$ cat config.mk
export PLATFORM = sky130hd
export DESIGN_NAME = sto_monitor
export DESIGN_NICKNAME = d
export VERILOG_FILES = /design/src/sto_pkg.sv /design/src/sto_sync.sv /design/src/sto_monitor.sv
export VERILOG_INCLUDE_DIRS = /design/src /design/src/src
export SDC_FILE = /design/constraint.sdc
export NUM_CORES = 1
export LEC_CHECK = 0
export BUFFER_PORTS_ARGS = -buffer_cell sky130_fd_sc_hd__buf_2
export CELL_PAD_IN_SITES_DETAIL_PLACEMENT = 1
export CELL_PAD_IN_SITES_GLOBAL_PLACEMENT = 1
export CORE_ASPECT_RATIO = 0.6
export CORE_MARGIN = 1
export CORE_UTILIZATION = 45
export DETAILED_ROUTE_END_ITERATION = 12
export HOLD_SLACK_MARGIN = 0.15
export PLACE_DENSITY_LB_ADDON = 0.05
export SYNTH_ARGS = -nofsm -noshare
export SYNTH_HDL_FRONTEND = slang
export SYNTH_HIERARCHICAL = 1
export SYNTH_SLANG_ARGS = --single-unit
$ cat constraint.sdc
create_clock -name ref_clk_in -period 2.6 [get_ports ref_clk_in]
set_clock_uncertainty 0.15 [all_clocks]
set_input_delay 0 -clock ref_clk_in [delete_from_list [all_inputs] [get_ports ref_clk_in]]
set_output_delay 0 -clock ref_clk_in [all_outputs]
set_load 0.01 [all_outputs]
$ cat src/sto_regs.svh
`ifndef STO_REGS_SVH
`define STO_REGS_SVH
// Discrepancy windows in their own units.
`define STO_DISC_NEW_MS 1000
`define STO_DISC_OLD_MS 10
// Longest reaction time from a stop demand to torque off.
`define STO_REACT_MS 100
// Control clock rate.
`define STO_CLK_KHZ 200000
// Discrepancy windows as clock-cycle counts.
`define STO_DISC_NEW_CYC (`STO_DISC_NEW_MS * `STO_CLK_KHZ)
`define STO_DISC_OLD_CYC (`STO_DISC_OLD_MS * `STO_CLK_KHZ)
// Reaction time in cycles.
`define STO_REACT_CYC (`STO_REACT_MS * `STO_CLK_KHZ)
// Input filter length in cycles.
`define STO_FILT_CYC 4
// Lowest firmware revision that uses the long window.
`define STO_NEW_REV 4'h5
`endif

$ cat src/sto_pkg.sv
package sto_pkg;
  typedef enum logic [1:0] {
    STO_RUN = 2'b00,
    STO_WAIT = 2'b01,
    STO_OPEN = 2'b10,
    STO_MISMATCH = 2'b11
  } sto_state_t;
endpackage

$ cat src/sto_sync.sv
`timescale 1ns/1ps
`include "sto_regs.svh"
// Two-stage synchroniser followed by an agreement filter for one input.
module sto_sync #(
  parameter int FILT = `STO_FILT_CYC
) (
  input wire logic ref_clk_in,
  input wire logic rst_in,
  input wire logic pin_in,
  output logic level_out
);
  localparam int CNT_W = $clog2(FILT + 1);

  logic meta_q;
  logic sync_q;
  logic [CNT_W-1:0] cnt_q;

  // The first stage is read only by the second.
  always_ff @(posedge ref_clk_in) begin
    if (rst_in) begin
      meta_q <= 1'b0;
      sync_q <= 1'b0;
    end else begin
      meta_q <= pin_in;
      sync_q <= meta_q;
    end
  end

  // The level changes only after the input has disagreed for FILT cycles.
  always_ff @(posedge ref_clk_in) begin
    if (rst_in) begin
      cnt_q <= '0;
      level_out <= 1'b0;
    end else if (sync_q == level_out) begin
      cnt_q <= '0;
    end else if (cnt_q == CNT_W'(FILT - 1)) begin
      cnt_q <= '0;
      level_out <= sync_q;
    end else begin
      cnt_q <= cnt_q + 1'b1;
    end
  end
endmodule

$ cat src/sto_monitor.sv
`timescale 1ns/1ps
`include "sto_regs.svh"
// Functional notes
// - Motor may run only while both safety inputs are energized.
// - Either input dropping blocks the gate firing path.
// - Second input not following within window raises mismatch fault.
// - Second input following within window raises safety open fault.
// - Firmware revision 5 or later uses a one second window.
// - Firmware revision 4 or earlier uses a ten millisecond window.
// - Torque off starts within 100 ms of a stop demand.
// - Torque off alone only lets the motor coast to stop.
// - Firing path is cut regardless of controller commands.
// - When an external fault clears, the enable is allowed again.
module sto_monitor
  import sto_pkg::*;
#(
  parameter int DISC_NEW_CYC = `STO_DISC_NEW_CYC,
  parameter int DISC_OLD_CYC = `STO_DISC_OLD_CYC
) (
  input wire logic ref_clk_in,
  input wire logic rst_in,
  input wire logic safety_input_a_in,
  input wire logic safety_input_b_in,
  input wire logic [3:0] fw_rev_in,
  input wire logic open_state_fault_select_in,
  input wire logic fault_reset_in,
  input wire logic [5:0] gate_cmd_in,
  output logic [5:0] gate_out,
  output logic run_enable_out,
  output logic safe_state_out,
  output logic safety_open_fault_out,
  output logic hardware_mismatch_fault_out,
  output logic open_status_out
);
  localparam int CW = $clog2(DISC_NEW_CYC + 1);

  logic in_a;
  logic in_b;
  sto_state_t state_q;
  logic [CW-1:0] timer_q;
  logic [CW-1:0] window_q;
  logic both_on;
  logic both_off;
  logic one_off;

  // Pin inputs are synchronised and filtered before any decision.
  sto_sync u_sync_a (
    .ref_clk_in(ref_clk_in),
    .rst_in(rst_in),
    .pin_in(safety_input_a_in),
    .level_out(in_a)
  );

  sto_sync u_sync_b (
    .ref_clk_in(ref_clk_in),
    .rst_in(rst_in),
    .pin_in(safety_input_b_in),
    .level_out(in_b)
  );

  // Channel agreement terms, identical for either channel.
  assign both_on = in_a & in_b;
  assign both_off = ~in_a & ~in_b;
  assign one_off = in_a ^ in_b;

  // Window length chosen by firmware revision.
  always_ff @(posedge ref_clk_in) begin
    if (rst_in) begin
      window_q <= CW'(DISC_OLD_CYC);
    end else if (fw_rev_in >= `STO_NEW_REV) begin
      window_q <= CW'(DISC_NEW_CYC);
    end else begin
      window_q <= CW'(DISC_OLD_CYC);
    end
  end

  // Main supervision state machine with the discrepancy timer.
  always_ff @(posedge ref_clk_in) begin
    if (rst_in) begin
      state_q <= STO_OPEN;
      timer_q <= '0;
    end else begin
      case (state_q)
        STO_RUN: begin
          timer_q <= '0;
          if (both_off) begin
            state_q <= STO_OPEN;
          end else if (one_off) begin
            state_q <= STO_WAIT;
          end
        end
        STO_WAIT: begin
          timer_q <= timer_q + 1'b1;
          if (both_off) begin
            state_q <= STO_OPEN;
          end else if (both_on) begin
            state_q <= STO_RUN;
          end else if (timer_q >= window_q - 1'b1) begin
            state_q <= STO_MISMATCH;
          end
        end
        STO_OPEN: begin
          timer_q <= '0;
          if (both_on) begin
            state_q <= STO_RUN;
          end else if (one_off) begin
            state_q <= STO_MISMATCH;
          end
        end
        STO_MISMATCH: begin
          timer_q <= '0;
          // A reset counts only while both inputs are on; none is stored.
          if (both_on && fault_reset_in) begin
            state_q <= STO_RUN;
          end
        end
        default: begin
          state_q <= STO_OPEN;
          timer_q <= '0;
        end
      endcase
    end
  end

  // Gate path also looks at the filtered inputs, so it is cut at once.
  always_ff @(posedge ref_clk_in) begin
    if (rst_in) begin
      gate_out <= 6'h00;
      run_enable_out <= 1'b0;
      safe_state_out <= 1'b1;
    end else begin
      run_enable_out <= both_on && (state_q == STO_RUN);
      safe_state_out <= !(both_on && (state_q == STO_RUN));
      // Only coasting results: all switches off, no braking pattern.
      if (both_on && (state_q == STO_RUN)) begin
        gate_out <= gate_cmd_in;
      end else begin
        gate_out <= 6'h00;
      end
    end
  end

  // Reported status flags.
  always_ff @(posedge ref_clk_in) begin
    if (rst_in) begin
      safety_open_fault_out <= 1'b0;
      hardware_mismatch_fault_out <= 1'b0;
      open_status_out <= 1'b0;
    end else begin
      hardware_mismatch_fault_out <= (state_q == STO_MISMATCH);
      safety_open_fault_out <= (state_q == STO_OPEN) &&
        open_state_fault_select_in;
      open_status_out <= (state_q == STO_OPEN) &&
        !open_state_fault_select_in;
    end
  end

  // Gates are never fired unless both inputs were on two cycles earlier.
  chk_gate_block: assert property (
    @(posedge ref_clk_in) disable iff (rst_in)
    !$past(both_on) |=> gate_out == 6'h00)
    else $error("gates fired with a safety input off");

  // Run is reported only after both filtered inputs were on.
  chk_run_both: assert property (
    @(posedge ref_clk_in) disable iff (rst_in)
    run_enable_out |-> $past(in_a) && $past(in_b))
    else $error("run enabled without both inputs");

  // A dropped input reaches the safe state within two cycles.
  chk_reaction_time: assert property (
    @(posedge ref_clk_in) disable iff (rst_in)
    (!in_a || !in_b) |-> ##[1:2] safe_state_out)
    else $error("torque off too slow");

  // The mismatch state is left only by a reset with both inputs on.
  chk_mismatch_latch: assert property (
    @(posedge ref_clk_in) disable iff (rst_in)
    state_q == STO_MISMATCH && !(both_on && fault_reset_in)
    |=> state_q == STO_MISMATCH)
    else $error("mismatch fault left without reset and both inputs");

  // An expired window with one input still on gives the mismatch state.
  chk_wait_bound: assert property (
    @(posedge ref_clk_in) disable iff (rst_in)
    state_q == STO_WAIT && timer_q >= window_q - 1'b1 && one_off
    |=> state_q == STO_MISMATCH)
    else $error("window expiry missed");

  // A following input inside the window gives the open state.
  chk_follow_open: assert property (
    @(posedge ref_clk_in) disable iff (rst_in)
    state_q == STO_WAIT && both_off |=> state_q == STO_OPEN)
    else $error("following input did not give open state");

  // Either channel dropping alone starts the discrepancy timer.
  chk_sym_start: assert property (
    @(posedge ref_clk_in) disable iff (rst_in)
    state_q == STO_RUN && one_off |=> state_q == STO_WAIT)
    else $error("discrepancy timer did not start");

  // New firmware revisions select the long window.
  chk_window_sel: assert property (
    @(posedge ref_clk_in) disable iff (rst_in)
    fw_rev_in >= `STO_NEW_REV |=> window_q == CW'(DISC_NEW_CYC))
    else $error("wrong discrepancy window");

  // Old firmware revisions select the short window.
  chk_window_old: assert property (
    @(posedge ref_clk_in) disable iff (rst_in)
    fw_rev_in < `STO_NEW_REV |=> window_q == CW'(DISC_OLD_CYC))
    else $error("wrong short window");

  // Both inputs back on from the open state allow running again.
  chk_enable_restore: assert property (
    @(posedge ref_clk_in) disable iff (rst_in)
    state_q == STO_OPEN && both_on |=> state_q == STO_RUN)
    else $error("enable not restored");

  // One input powered from the open state latches the mismatch fault.
  chk_single_on: assert property (
    @(posedge ref_clk_in) disable iff (rst_in)
    state_q == STO_OPEN && one_off |=> state_q == STO_MISMATCH)
    else $error("single powered input not flagged");

  // A reported mismatch fault always comes with the safe state.
  chk_fault_safe: assert property (
    @(posedge ref_clk_in) disable iff (rst_in)
    hardware_mismatch_fault_out |-> safe_state_out && !run_enable_out)
    else $error("mismatch fault without safe state");
endmodule

After elaboration in Yosys (flattened, before gate mapping)
Index checks and enable logic that the tools add are counted.
Widths: inputs -> output; s select.

word-level totals
  input port bits = 16
  bits in registers = 81
  logic and storage cells = 67

operators by class
  bitwise logic cells = 8
  muxes and demuxes = 11
  magnitude comparators = 2
  reduce and logical (&&, ||, !) cells = 14
  equal/unequal tests = 11
  add/subtract/negate cells = 4

operators by type and width
  operator               number
  $pmux 28 s2            1
  $add 28x1->28 const B  1
  $ge 28x28->1           1
  $mux 28                1
  $sub 28x1->28 const B  1
  $mux 2                 8
  $reduce_or 3->1        3
  $pmux 2 s4             1
  $add 3x1->3 const B    2
  $eq 3x2->1 const B     2
  $ne 3x3->1 const B     2
  $not 1->1              5
  $eq 2x2->1 const B     2
  $ge 4x3->1 const B     1
  $logic_and 1x1->1      4
  $ne 4x4->1 const B     1
  $reduce_and 2->1       2
  $reduce_and 4->1       1
  $and 1x1->1            2
  $eq 1x1->1             2
  $eq 2x1->1 const B     1
  $logic_not 1->1        2
  $logic_not 2->1        1
  $ne 2x2->1 const B     1
  2 further kinds        2

Longest topological paths before layout
Gate-level depths: netlist of run 1.

  word-level depth = 6
  depth in mapped cells = 8
  depth with buffers taken out = 8

Hierarchy
The synthesis of run 1 kept the hierarchy.

modules (own cells, without submodules)
  module       area an instance (µm²)  seq. area each (µm²)  cells an instance  instances
  sto_monitor  2388.5                  860.8                 261                1
  sto_sync     211.5                   120.1                 17                 2

Worst setup path before layout of run 1
OpenSTA, ideal clock, no wires.

  path kind = reg-to-reg
  from = reg window_q[25]
  to = reg state_q[1]
  library setup time = 142 ps
  setup slack = 727 ps
  path buffers = 0
  data required time = 2308 ps
  arrival = 1581 ps
  stages on the path, launching flop included = 7
  path through = dfxtp_1 > inv_1 > ha_1 > ha_1 > nor2b_1 > o311ai_0 > a41oi_1

between the ends
  word-level cells in the longest chain between the ends = 4

ends and longest elaborated chain
  element                            line                RTL
  start, declared                    sto_monitor.sv:41   logic [CW-1:0] window_q;
  start signal, assigned             sto_monitor.sv:69   window_q <= CW'(DISC_OLD_CYC);
  start signal, assigned             sto_monitor.sv:71   window_q <= CW'(DISC_NEW_CYC);
  start signal, assigned             sto_monitor.sv:73   window_q <= CW'(DISC_OLD_CYC);
  $sub 28x1->28                      sto_monitor.sv:98   end else if (timer_q >= window_q - 1'b1) begin
  $ge 28x28->1                       sto_monitor.sv:98
  $ne 4x4->1 (no source line)        -
  $reduce_and 4->1 (no source line)  -
  end signal, assigned               sto_monitor.sv:97   state_q <= STO_RUN;
  end signal, assigned               sto_monitor.sv:99   state_q <= STO_MISMATCH;
  end signal, assigned               sto_monitor.sv:105  state_q <= STO_RUN;
  end, declared                      sto_monitor.sv:39   sto_state_t state_q;

Every way passes these cells.
A chain may end at the register's enable or synchronous reset.

Worst setup path after layout of run 1
Same ends and word-level chain as after synthesis.

==> results.sh, run 1 <==
export IMPL_via_per_inst=5.42
export IMPL_hold_end="gate_out[2]"
export IMPL_end_kind="register"
export IMPL_synth_cells=295
export IMPL_p_leak_nw=1.33
export IMPL_fin_crit_sh_pct=82.6
export IMPL_route_detailed_drc=0
export IMPL_cts_max_path_buffers=2
export IMPL_cp_start_kind="register"
export IMPL_ys_seq_elements=55
export IMPL_fin_nets=382
export IMPL_die_width_um=104
export IMPL_post_route_util_pct=56.1
export IMPL_hold_class="input pin to register"
export IMPL_slew_violations=0
export IMPL_areaGrowthSynthToFinish_pct=15.8
export IMPL_dr_pass1_iters=4
export IMPL_reg2reg_to="state_q[1]"
export IMPL_fin_cells=416
export IMPL_grt_pass1_wl_um=11400
export IMPL_clkLatencyLatePin_ns=0.31
export IMPL_htreeDepth=2
export IMPL_grt_ovfl_total=0
export IMPL_wl_per_cell_um=15.9
export IMPL_start_util_pct=48.4
export IMPL_cts_tree="yes"
export IMPL_timing_hold_violations_final=0
export IMPL_drt_iter0_drc=121
export IMPL_post_cts_buffers=0
export IMPL_syn_avg_cell_area_um2=9.53
export IMPL_required_ns=2.63
export IMPL_drive_above_1_share_pct=15.8
export IMPL_fp_coreArea_um2=5810
export IMPL_grt_antenna_before_repair=0
export IMPL_worst_pin_slew_ns=0.365
export IMPL_grt_usage_pct=22.1
export IMPL_timing_max_slew_rel_slack_pct=75.1
export IMPL_grt_max_degree=24
export IMPL_setup_tns_ns=0
export IMPL_gp_congestion=0.764
export IMPL_grt_pass1_vias=2297
export IMPL_numCtsBuffers=5
export IMPL_ir_drop_mv=0.214
export IMPL_rsz0062_at_grt="no"
export IMPL_finalInstanceArea_um2=3260
export IMPL_io_pin_count=27
export IMPL_maxClockFrequency_mhz=466
export IMPL_outcome="complete, no violations"
export IMPL_cts_sinks=55
export IMPL_yosysUniqueCellTypes=55
export IMPL_p_total_mw=1.53
export IMPL_hpwlAfterDp_um=4780
export IMPL_ctsHoldBuffers=16
export IMPL_clockRootBuffer="clkbuf_8"
export IMPL_rows=21
export IMPL_dieArea_um2=6580
export IMPL_crit_fanout=10
export IMPL_syn_area_um2=2810
export IMPL_synth_fp_nets=342
export IMPL_setup_viol=0
export IMPL_p_per_area_nw_per_um2=469
export IMPL_r2r_cells=6
export IMPL_ff2ff_setup_slack_ns=0.45
export IMPL_ys_seq_area_share_pct=39.2
export IMPL_totalWireLength_um=6630
export IMPL_worst_ep_arrival_time_ns=2.17
export IMPL_ant_nets=0
export IMPL_synth_edff_count=0
export IMPL_min_period_ns=2.15
export IMPL_criticalPathCategory="register to register"
export IMPL_cts_resized_gates=0
export IMPL_r2r_start="window_q[25]"
export IMPL_io_buffers=26
export IMPL_fill_cells=685
export IMPL_yosys_warnings=6
export IMPL_min_path_cells=3
export IMPL_cts_clk_slew_worst_paths_ns=0.10
export IMPL_synth_async_sr_flop_share_pct=0
export IMPL_diodes=0
export IMPL_synth_top_area_cell="dfxtp_1"
export IMPL_min_delay_start="gate_cmd_in[2]"
export IMPL_die_y_um=63.2
export IMPL_netlist_top_cells_area="dfxtp_1 39%, ha_1 14%, a21oi_1 3.0%"
export IMPL_placed_area_um2=2980
export IMPL_final_cell_mix="55 x dfxtp_1, 31 x ha_1, 26 x buf_2, 17 x nor2_1, 17 x a21oi_1"
export IMPL_synth_top_area_share_pct=39.2
export IMPL_max_cap_viol_count=0
export IMPL_cp_startpoint="window_q[25]"
export IMPL_place_inst=392
export IMPL_synthFlopType="dfxtp_1"
export IMPL_num_vias=2255
export IMPL_layout_commonest_cell="dfxtp_1"
## worst max path at each step
stage / end / slack (ns)
6_report: state_q[1] / 0.45
5_1_grt: state_q[1] / 0.28
4_1_cts: state_q[1] / 0.45
3_5_place_dp: state_q[1] / 0.48
3_3_place_gp: state_q[1] / 0.57
2_1_floorplan: state_q[1] / 0.73
## synth_stat cells, types with 2 or more instances
| library cell | number |
|---|---|
| nor4b_2 | 2 |
| a211oi_1 | 2 |
| buf_6 | 3 |
| or3_1 | 5 |
| nor2b_1 | 6 |
| nor2_1 | 17 |
| inv_1 | 14 |
| xnor2_1 | 6 |
| nor3b_1 | 2 |
| ha_1 | 31 |
| a31oi_1 | 3 |
| clkbuf_1 | 4 |
| nand2b_1 | 4 |
| nor3_1 | 5 |
| xor2_1 | 3 |
| mux2i_1 | 5 |
| a41o_1 | 2 |
| o21bai_1 | 2 |
| and2_2 | 2 |
| o21ai_0 | 10 |
| a21oi_1 | 17 |
| nand2_1 | 14 |
| nand4_1 | 8 |
| o311ai_0 | 3 |
| dfxtp_1 | 55 |
| and4_1 | 2 |
| nand3_1 | 13 |
| and4_2 | 3 |
| or4_1 | 3 |
| a211o_1 | 2 |
| and3_1 | 2 |
| clkbuf_2 | 2 |
| and3_2 | 2 |
| or3_2 | 2 |
| nor4_1 | 6 |
| o31ai_1 | 4 |
| and2_1 | 11 |
## registers in the layout (all words and copies together) (netlist names), 2 cells and up
register and count:
window_q 2, gate_out 6, u_sync_a/cnt_q 3, u_sync_b/cnt_q 3
state_q 2, timer_q 28
## routing by layer
layer / global-route usage [%] / share of wire (%)
met5: 0 / 0
met4: 6.61 / 0.86
met3: 4.24 / 5.0
met2: 34.6 / 42
met1: 31.0 / 53
## critical path, cell delays in order (launching register included)
cell and delay, ns:
dfxtp_1 0.33, inv_1 0.27, ha_1 0.31, ha_1 0.31, nor2b_1 0.14, o311ai_0 0.33, a41oi_1 0.18
## metrics by stage
step | worst slack [ns] | hold slack [ns]
final | 0.453 | 0.272
after CTS | 0.453 | 0.264
after detailed placement | 0.482 | 0.0431
after floorplan | 0.727 | -0.0784
after global placement | 0.572 | 0.0324
after global routing | 0.279 | 0.280
## final cells by class
class / count / area, µm² / share of cell area (%)
clock inverters: 2 / 35.0 / 1.08
clock buffers: 6 / 82.6 / 2.54
multi-input cells: 214 / 1570 / 48.3
inverters: 14 / 52.6 / 1.61
well taps: 80 / 100 / 3.07
repair buffers: 45 / 313 / 9.60
flip-flops and latches: 55 / 1100 / 33.8
## logic make-up after synthesis
kind of cell / after synthesis / synth area share (%)
muxes: 6 / 2.18
AOI/OAI and AO/OA: 50 / 11.3
xor gates and xnor gates: 9 / 2.80
buffers and inverters: 26 / 4.89
adders and majority gates: 31 / 13.8
DFF: 55 / 39.2
and+or+nand+nor: 118 / 25.8
## report_power, final
part,switching (mW),internal [mW]
clock,0.280,0.312
sequential,0.00408,0.849
combinational,0.0379,0.0439
Power figures use the tool's default switching activity.
==> inputs of run 2 (changes only) <==
- CORE_UTILIZATION: 45 -> 41
- clock period: 2.6 -> 1.95 ns (I/O delays scaled with it)
==> run 2 against run 1 <==
  * Utilization fell by 1.0 points
  * First-iteration DRC count shrank 40%
  * Critical path depth is the same
  * Clock power is 69% higher
  * Power increased by 48%
  * Critical path type unchanged
  * Largest cell class unchanged
==> results.sh, run 2 (synthesis results as in run 1) <==
export IMPL_outcome="complete, no violations"
export IMPL_rows=22
export IMPL_drt_iter0_drc=72
export IMPL_criticalPathCategory="register to register"
export IMPL_max_cap_viol_count=0
export IMPL_crit_fanout=5
export IMPL_layout_commonest_cell="dfxtp_1"
export IMPL_route_detailed_drc=0
export IMPL_numCtsBuffers=5
export IMPL_maxClockFrequency_mhz=544
export IMPL_io_buffers=26
export IMPL_io_pin_count=27
export IMPL_top_register="timer_q"
export IMPL_timing_max_slew_rel_slack_pct=72.8
export IMPL_required_ns=1.97
export IMPL_p_total_mw=2.26
export IMPL_num_vias=2360
export IMPL_clockRootBuffer="clkbuf_16"
export IMPL_fill_cells=735
export IMPL_areaGrowthSynthToFinish_pct=24.5
export IMPL_grt_pass1_vias=2377
export IMPL_fin_nets=403
export IMPL_clkLatencyLatePin_ns=0.30
export IMPL_wl_per_cell_um=16.0
export IMPL_slew_violations=0
export IMPL_grt_max_degree=24
export IMPL_start_util_pct=44.2
export IMPL_ant_nets=0
export IMPL_drive_above_1_share_pct=22.8
export IMPL_final_cell_mix="54 x dfxtp_1, 30 x ha_1, 26 x buf_2, 23 x buf_4, 17 x nor2_1"
export IMPL_largest_reg_flops=28
export IMPL_grt_usage_pct=21.6
export IMPL_p_per_area_nw_per_um2=646
export IMPL_fin_crit_sh_pct=94.3
export IMPL_cts_clk_slew_worst_paths_ns=0.07
export IMPL_via_per_inst=5.36
export IMPL_gp_congestion=0.734
export IMPL_place_inst=414
export IMPL_cts_max_path_buffers=2
export IMPL_dr_pass1_iters=4
export IMPL_cts_tree="yes"
export IMPL_setup_viol=0
export IMPL_dieArea_um2=7200
export IMPL_p_leak_nw=1.46
export IMPL_ff2ff_setup_slack_ns=0.11
export IMPL_totalWireLength_um=7050
export IMPL_top_regs="timer_q x28, gate_out x6"
export IMPL_cp_start_kind="register"
export IMPL_die_y_um=66.1
export IMPL_hold_class="input pin to register"
export IMPL_min_period_ns=1.84
export IMPL_fin_cells=440
export IMPL_fp_coreArea_um2=6360
export IMPL_die_width_um=109
export IMPL_htreeDepth=2
export IMPL_timing_hold_violations_final=0
export IMPL_cts_sinks=55
export IMPL_worst_ep_arrival_time_ns=1.86
export IMPL_rsz0062_at_grt="no"
export IMPL_worst_pin_slew_ns=0.403
export IMPL_grt_ovfl_total=0
export IMPL_hpwlAfterDp_um=4740
export IMPL_diodes=0
export IMPL_end_kind="register"
export IMPL_grt_antenna_before_repair=0
export IMPL_ir_drop_mv=0.434
export IMPL_grt_pass1_wl_um=11700
[run 2: cell count changes in the layout (fill, tap and decap cells not counted), sizes merged]
cell,delta
nand4,+1
clkinv,-1
buf,+20
[run 2: report_power, final]
part	internal, mW	total, mW	switching (mW)
Combinational	0.0682	0.121	0.0531
Sequential	1.13	1.14	0.00490
Clock	0.600	1.00	0.401
Total	1.80	2.26	0.459
[run 2: final timing paths]
check                     from           endpoint  cells past startpoint
max               window_q[20]         state_q[1]                      6
min             gate_cmd_in[5]        gate_out[5]                      3
max reg2reg       window_q[20]         state_q[1]                      6
min reg2reg  u_sync_a/cnt_q[0]  u_sync_a/cnt_q[0]                      1
[run 2: final cells by class]
cell class | instances | area (µm²) | share of cell area [%]
Tap cell | 84 | 105 | 3.00
Inverter | 14 | 55.1 | 1.57
Multi-Input combinational cell | 215 | 1620 | 46.2
Timing Repair Buffer | 65 | 463 | 13.2
Clock buffer | 6 | 129 | 3.68
Sequential cell | 55 | 1100 | 31.5
Clock inverter | 1 | 30.0 | 0.858
[run 2: what timing repair did]
item                                    CTS  global route
buffers inserted                          2             0
gates resized for setup                   4             9
endpoints found under the setup margin    2             6
pin swaps                                 2             2
cloned                                    0             1
hold buffers                             16             0
endpoints found under the hold margin    25             0
[run 2: critical path, stage by stage (launching register included)]
cell and delay, ns:
dfxtp_1 0.34, inv_2 0.07, ha_1 0.30, ha_1 0.30, nor2b_1 0.14, o311ai_1 0.27
a41oi_1 0.15
[run 2: stage by stage]
| step | TNS [ns] | util [%] | setup WS, ns | cell area, µm² | hold slack [ns] |
|---|---|---|---|---|---|
| detailed placement | -0.0917 | 49.1 | -0.0917 | 3120 | 0.0440 |
| finish | 0 | 55.0 | 0.111 | 3500 | 0.283 |
| CTS | 0 | 54.4 | 0.0114 | 3460 | 0.273 |
| global route | 0 | 55.0 | 0.000542 | 3500 | 0.296 |
| global placement | -0.0369 | 49.1 | -0.0369 | 3120 | 0.0373 |
| floorplan | 0 | - | 0.0772 | 2810 | -0.0784 |
[run 2: per-layer routing]
layer	vias to the layer above	global-route usage, %	part of all wire, %
met5	-	0	0
met4	0	6.59	1.2
met3	8	5.52	4.0
met2	37	32.9	42
met1	1118	29.7	53
li1	1197	-	-
==> inputs of run 3 (changes only) <==
- BUFFER_PORTS_ARGS: -buffer_cell sky130_fd_sc_hd__buf_2 -> not set
- CORE_UTILIZATION: 41 -> 44
- DONT_BUFFER_PORTS: not set -> 1
==> run 3 against run 2 <==
  * Combinational power down 17%
  * Clock power down 25%
  * Worst hold slack worse by 0.11 ns
  * Critical path type unchanged
==> results.sh, run 3 (synthesis results as in run 1) <==
export IMPL_outcome="complete, no violations"
export IMPL_top_register="timer_q"
export IMPL_grt_max_degree=24
export IMPL_cts_tree="yes"
export IMPL_diodes=0
export IMPL_largest_reg_flops=28
export IMPL_maxClockFrequency_mhz=545
export IMPL_wl_per_cell_um=16.0
export IMPL_hpwlAfterDp_um=4730
export IMPL_grt_pass1_vias=2352
export IMPL_drt_iter0_drc=66
export IMPL_p_total_mw=1.99
export IMPL_criticalPathCategory="register to register"
export IMPL_p_leak_nw=1.34
export IMPL_fill_cells=709
export IMPL_areaGrowthSynthToFinish_pct=18.6
export IMPL_min_period_ns=1.83
export IMPL_dr_pass1_iters=4
export IMPL_die_y_um=63.9
export IMPL_cp_start_kind="register"
export IMPL_min_path_cells=2
export IMPL_fin_crit_sh_pct=94.1
export IMPL_layout_commonest_cell="dfxtp_1"
export IMPL_totalWireLength_um=6640
export IMPL_worst_ep_arrival_time_ns=1.88
export IMPL_cp_startpoint="window_q[20]"
export IMPL_placed_area_um2=3010
export IMPL_cts_sinks=55
export IMPL_rsz0062_at_grt="yes"
export IMPL_route_detailed_drc=0
export IMPL_p_per_area_nw_per_um2=598
export IMPL_io_buffers=0
export IMPL_r2r_cells=6
export IMPL_critPathSlowestCell="dfxtp_2"
export IMPL_fin_nets=378
export IMPL_max_stage_delay_ns=0.35
export IMPL_slew_violations=0
export IMPL_setup_viol=0
export IMPL_timing_hold_violations_final=0
export IMPL_start_util_pct=45.8
export IMPL_crit_top_cell="ha_1"
export IMPL_ir_drop_mv=0.328
export IMPL_ant_nets=0
export IMPL_required_ns=1.99
export IMPL_rows=22
export IMPL_drive_above_1_share_pct=18.4
export IMPL_via_per_inst=5.51
export IMPL_clockRootBuffer="clkbuf_8"
export IMPL_timing_max_slew_rel_slack_pct=46.1
export IMPL_grt_pass1_wl_um=11400
export IMPL_gp_congestion=0.779
export IMPL_crit_fanout=5
export IMPL_hold_end="open_status_out"
export IMPL_hold_worst_slack_ns=0.175
export IMPL_fp_coreArea_um2=6140
export IMPL_htreeDepth=2
export IMPL_ff2ff_setup_slack_ns=0.12
export IMPL_reg2reg_to="state_q[1]"
export IMPL_end_kind="register"
export IMPL_numCtsBuffers=5
export IMPL_hold_class="input pin to register"
export IMPL_grt_ovfl_total=0
export IMPL_io_pin_count=27
export IMPL_num_vias=2286
export IMPL_cts_clk_slew_worst_paths_ns=0.10
export IMPL_dieArea_um2=6720
export IMPL_grt_antenna_before_repair=0
export IMPL_worst_pin_slew_ns=0.809
export IMPL_cts_max_path_buffers=2
export IMPL_final_cell_mix="52 x dfxtp_1, 29 x ha_1, 28 x buf_4, 17 x nor2_1, 15 x a21oi_1"
export IMPL_die_width_um=105
export IMPL_r2r_start="window_q[20]"
export IMPL_grt_usage_pct=21.8
export IMPL_max_cap_viol_count=0
export IMPL_clkLatencyLatePin_ns=0.31
export IMPL_finalInstanceArea_um2=3330
export IMPL_cp_cell_sequence="inv_2 -> ha_1 -> ha_1 -> nor2b_1 -> o311ai_1 -> a41oi_1"
export IMPL_min_delay_start="open_state_fault_select_in"
export IMPL_top_regs="timer_q x28, gate_out x6"
run 3: cell types whose count changed in the layout (fill, tap and decap cells not counted), sizes merged:
cell	delta
buf	-21
dlygate4sd3	-4
dlymetal6s4s	+1
nand4	-1
run 3: cell type report:
cell class                 count  area [µm²]  share of cell area, %
multi-input combinational    214        1620                   48.7
tap                           84         105                   3.15
inverter                      14        55.1                   1.65
clock buffer                   6        72.6                   2.18
clock inverter                 1        30.0                  0.901
sequential                    55        1100                   33.1
timing repair buffer          41         343                   10.3
run 3: per-layer routing:
metal  global-route usage (%)  share of wire [%]
met1                     30.5                 53
met2                     33.5                 42
met3                     5.00                4.1
met4                     6.16                1.4
met5                        0                  0
run 3: per-stage QoR:
stage | util (%) | worst slack (ns) | cells | TNS [ns]
6_report | 54.3 | 0.116 | 415 | 0
5_1_grt | 54.3 | -0.00476 | 415 | -0.00476
4_1_cts | 53.0 | 0.0158 | 411 | 0
3_5_place_dp | 49.1 | -0.166 | 391 | -0.166
3_3_place_gp | 49.1 | -0.0132 | 391 | -0.0132
2_1_floorplan | - | 0.0772 | 295 | 0
run 3: how the worst max path moves through the flow:
| stage | end | cells past startpoint |
|---|---|---|
| after floorplan | state_q[1] | 6 |
| after global placement | state_q[1] | 7 |
| after detailed placement | state_q[1] | 7 |
| after CTS | state_q[1] | 8 |
| after global routing | state_q[1] | 7 |
| final | state_q[1] | 6 |
run 3: power breakdown:
| group | total, mW | internal [mW] | leakage, nW | switching, mW |
|---|---|---|---|---|
| registers | 1.14 | 1.13 | 0.446 | 0.00700 |
| clock network | 0.750 | 0.377 | 0.0513 | 0.373 |
| logic | 0.101 | 0.0529 | 0.845 | 0.0480 |
| total | 1.99 | 1.56 | 1.34 | 0.428 |
run 3: repair_timing:
action / 4_1_cts / 5_1_grt
pin swaps: 1 / 2
resized for setup: 4 / 12
endpoints found under the setup margin: 1 / 9
buffers inserted: 0 / 4
hold buffers: 13 / 0
hold endpoints to repair: 54 / 0
run 3: worst max-delay path: cells and delay by family, from the launching register on:
| family | cells | cell delay (ns) |
|---|---|---|
| compound gates | 2 | 0.42 |
| fa+ha+maj | 2 | 0.58 |
| buf+inv | 1 | 0.07 |
| flops | 1 | 0.35 |
| simple gates | 1 | 0.14 |
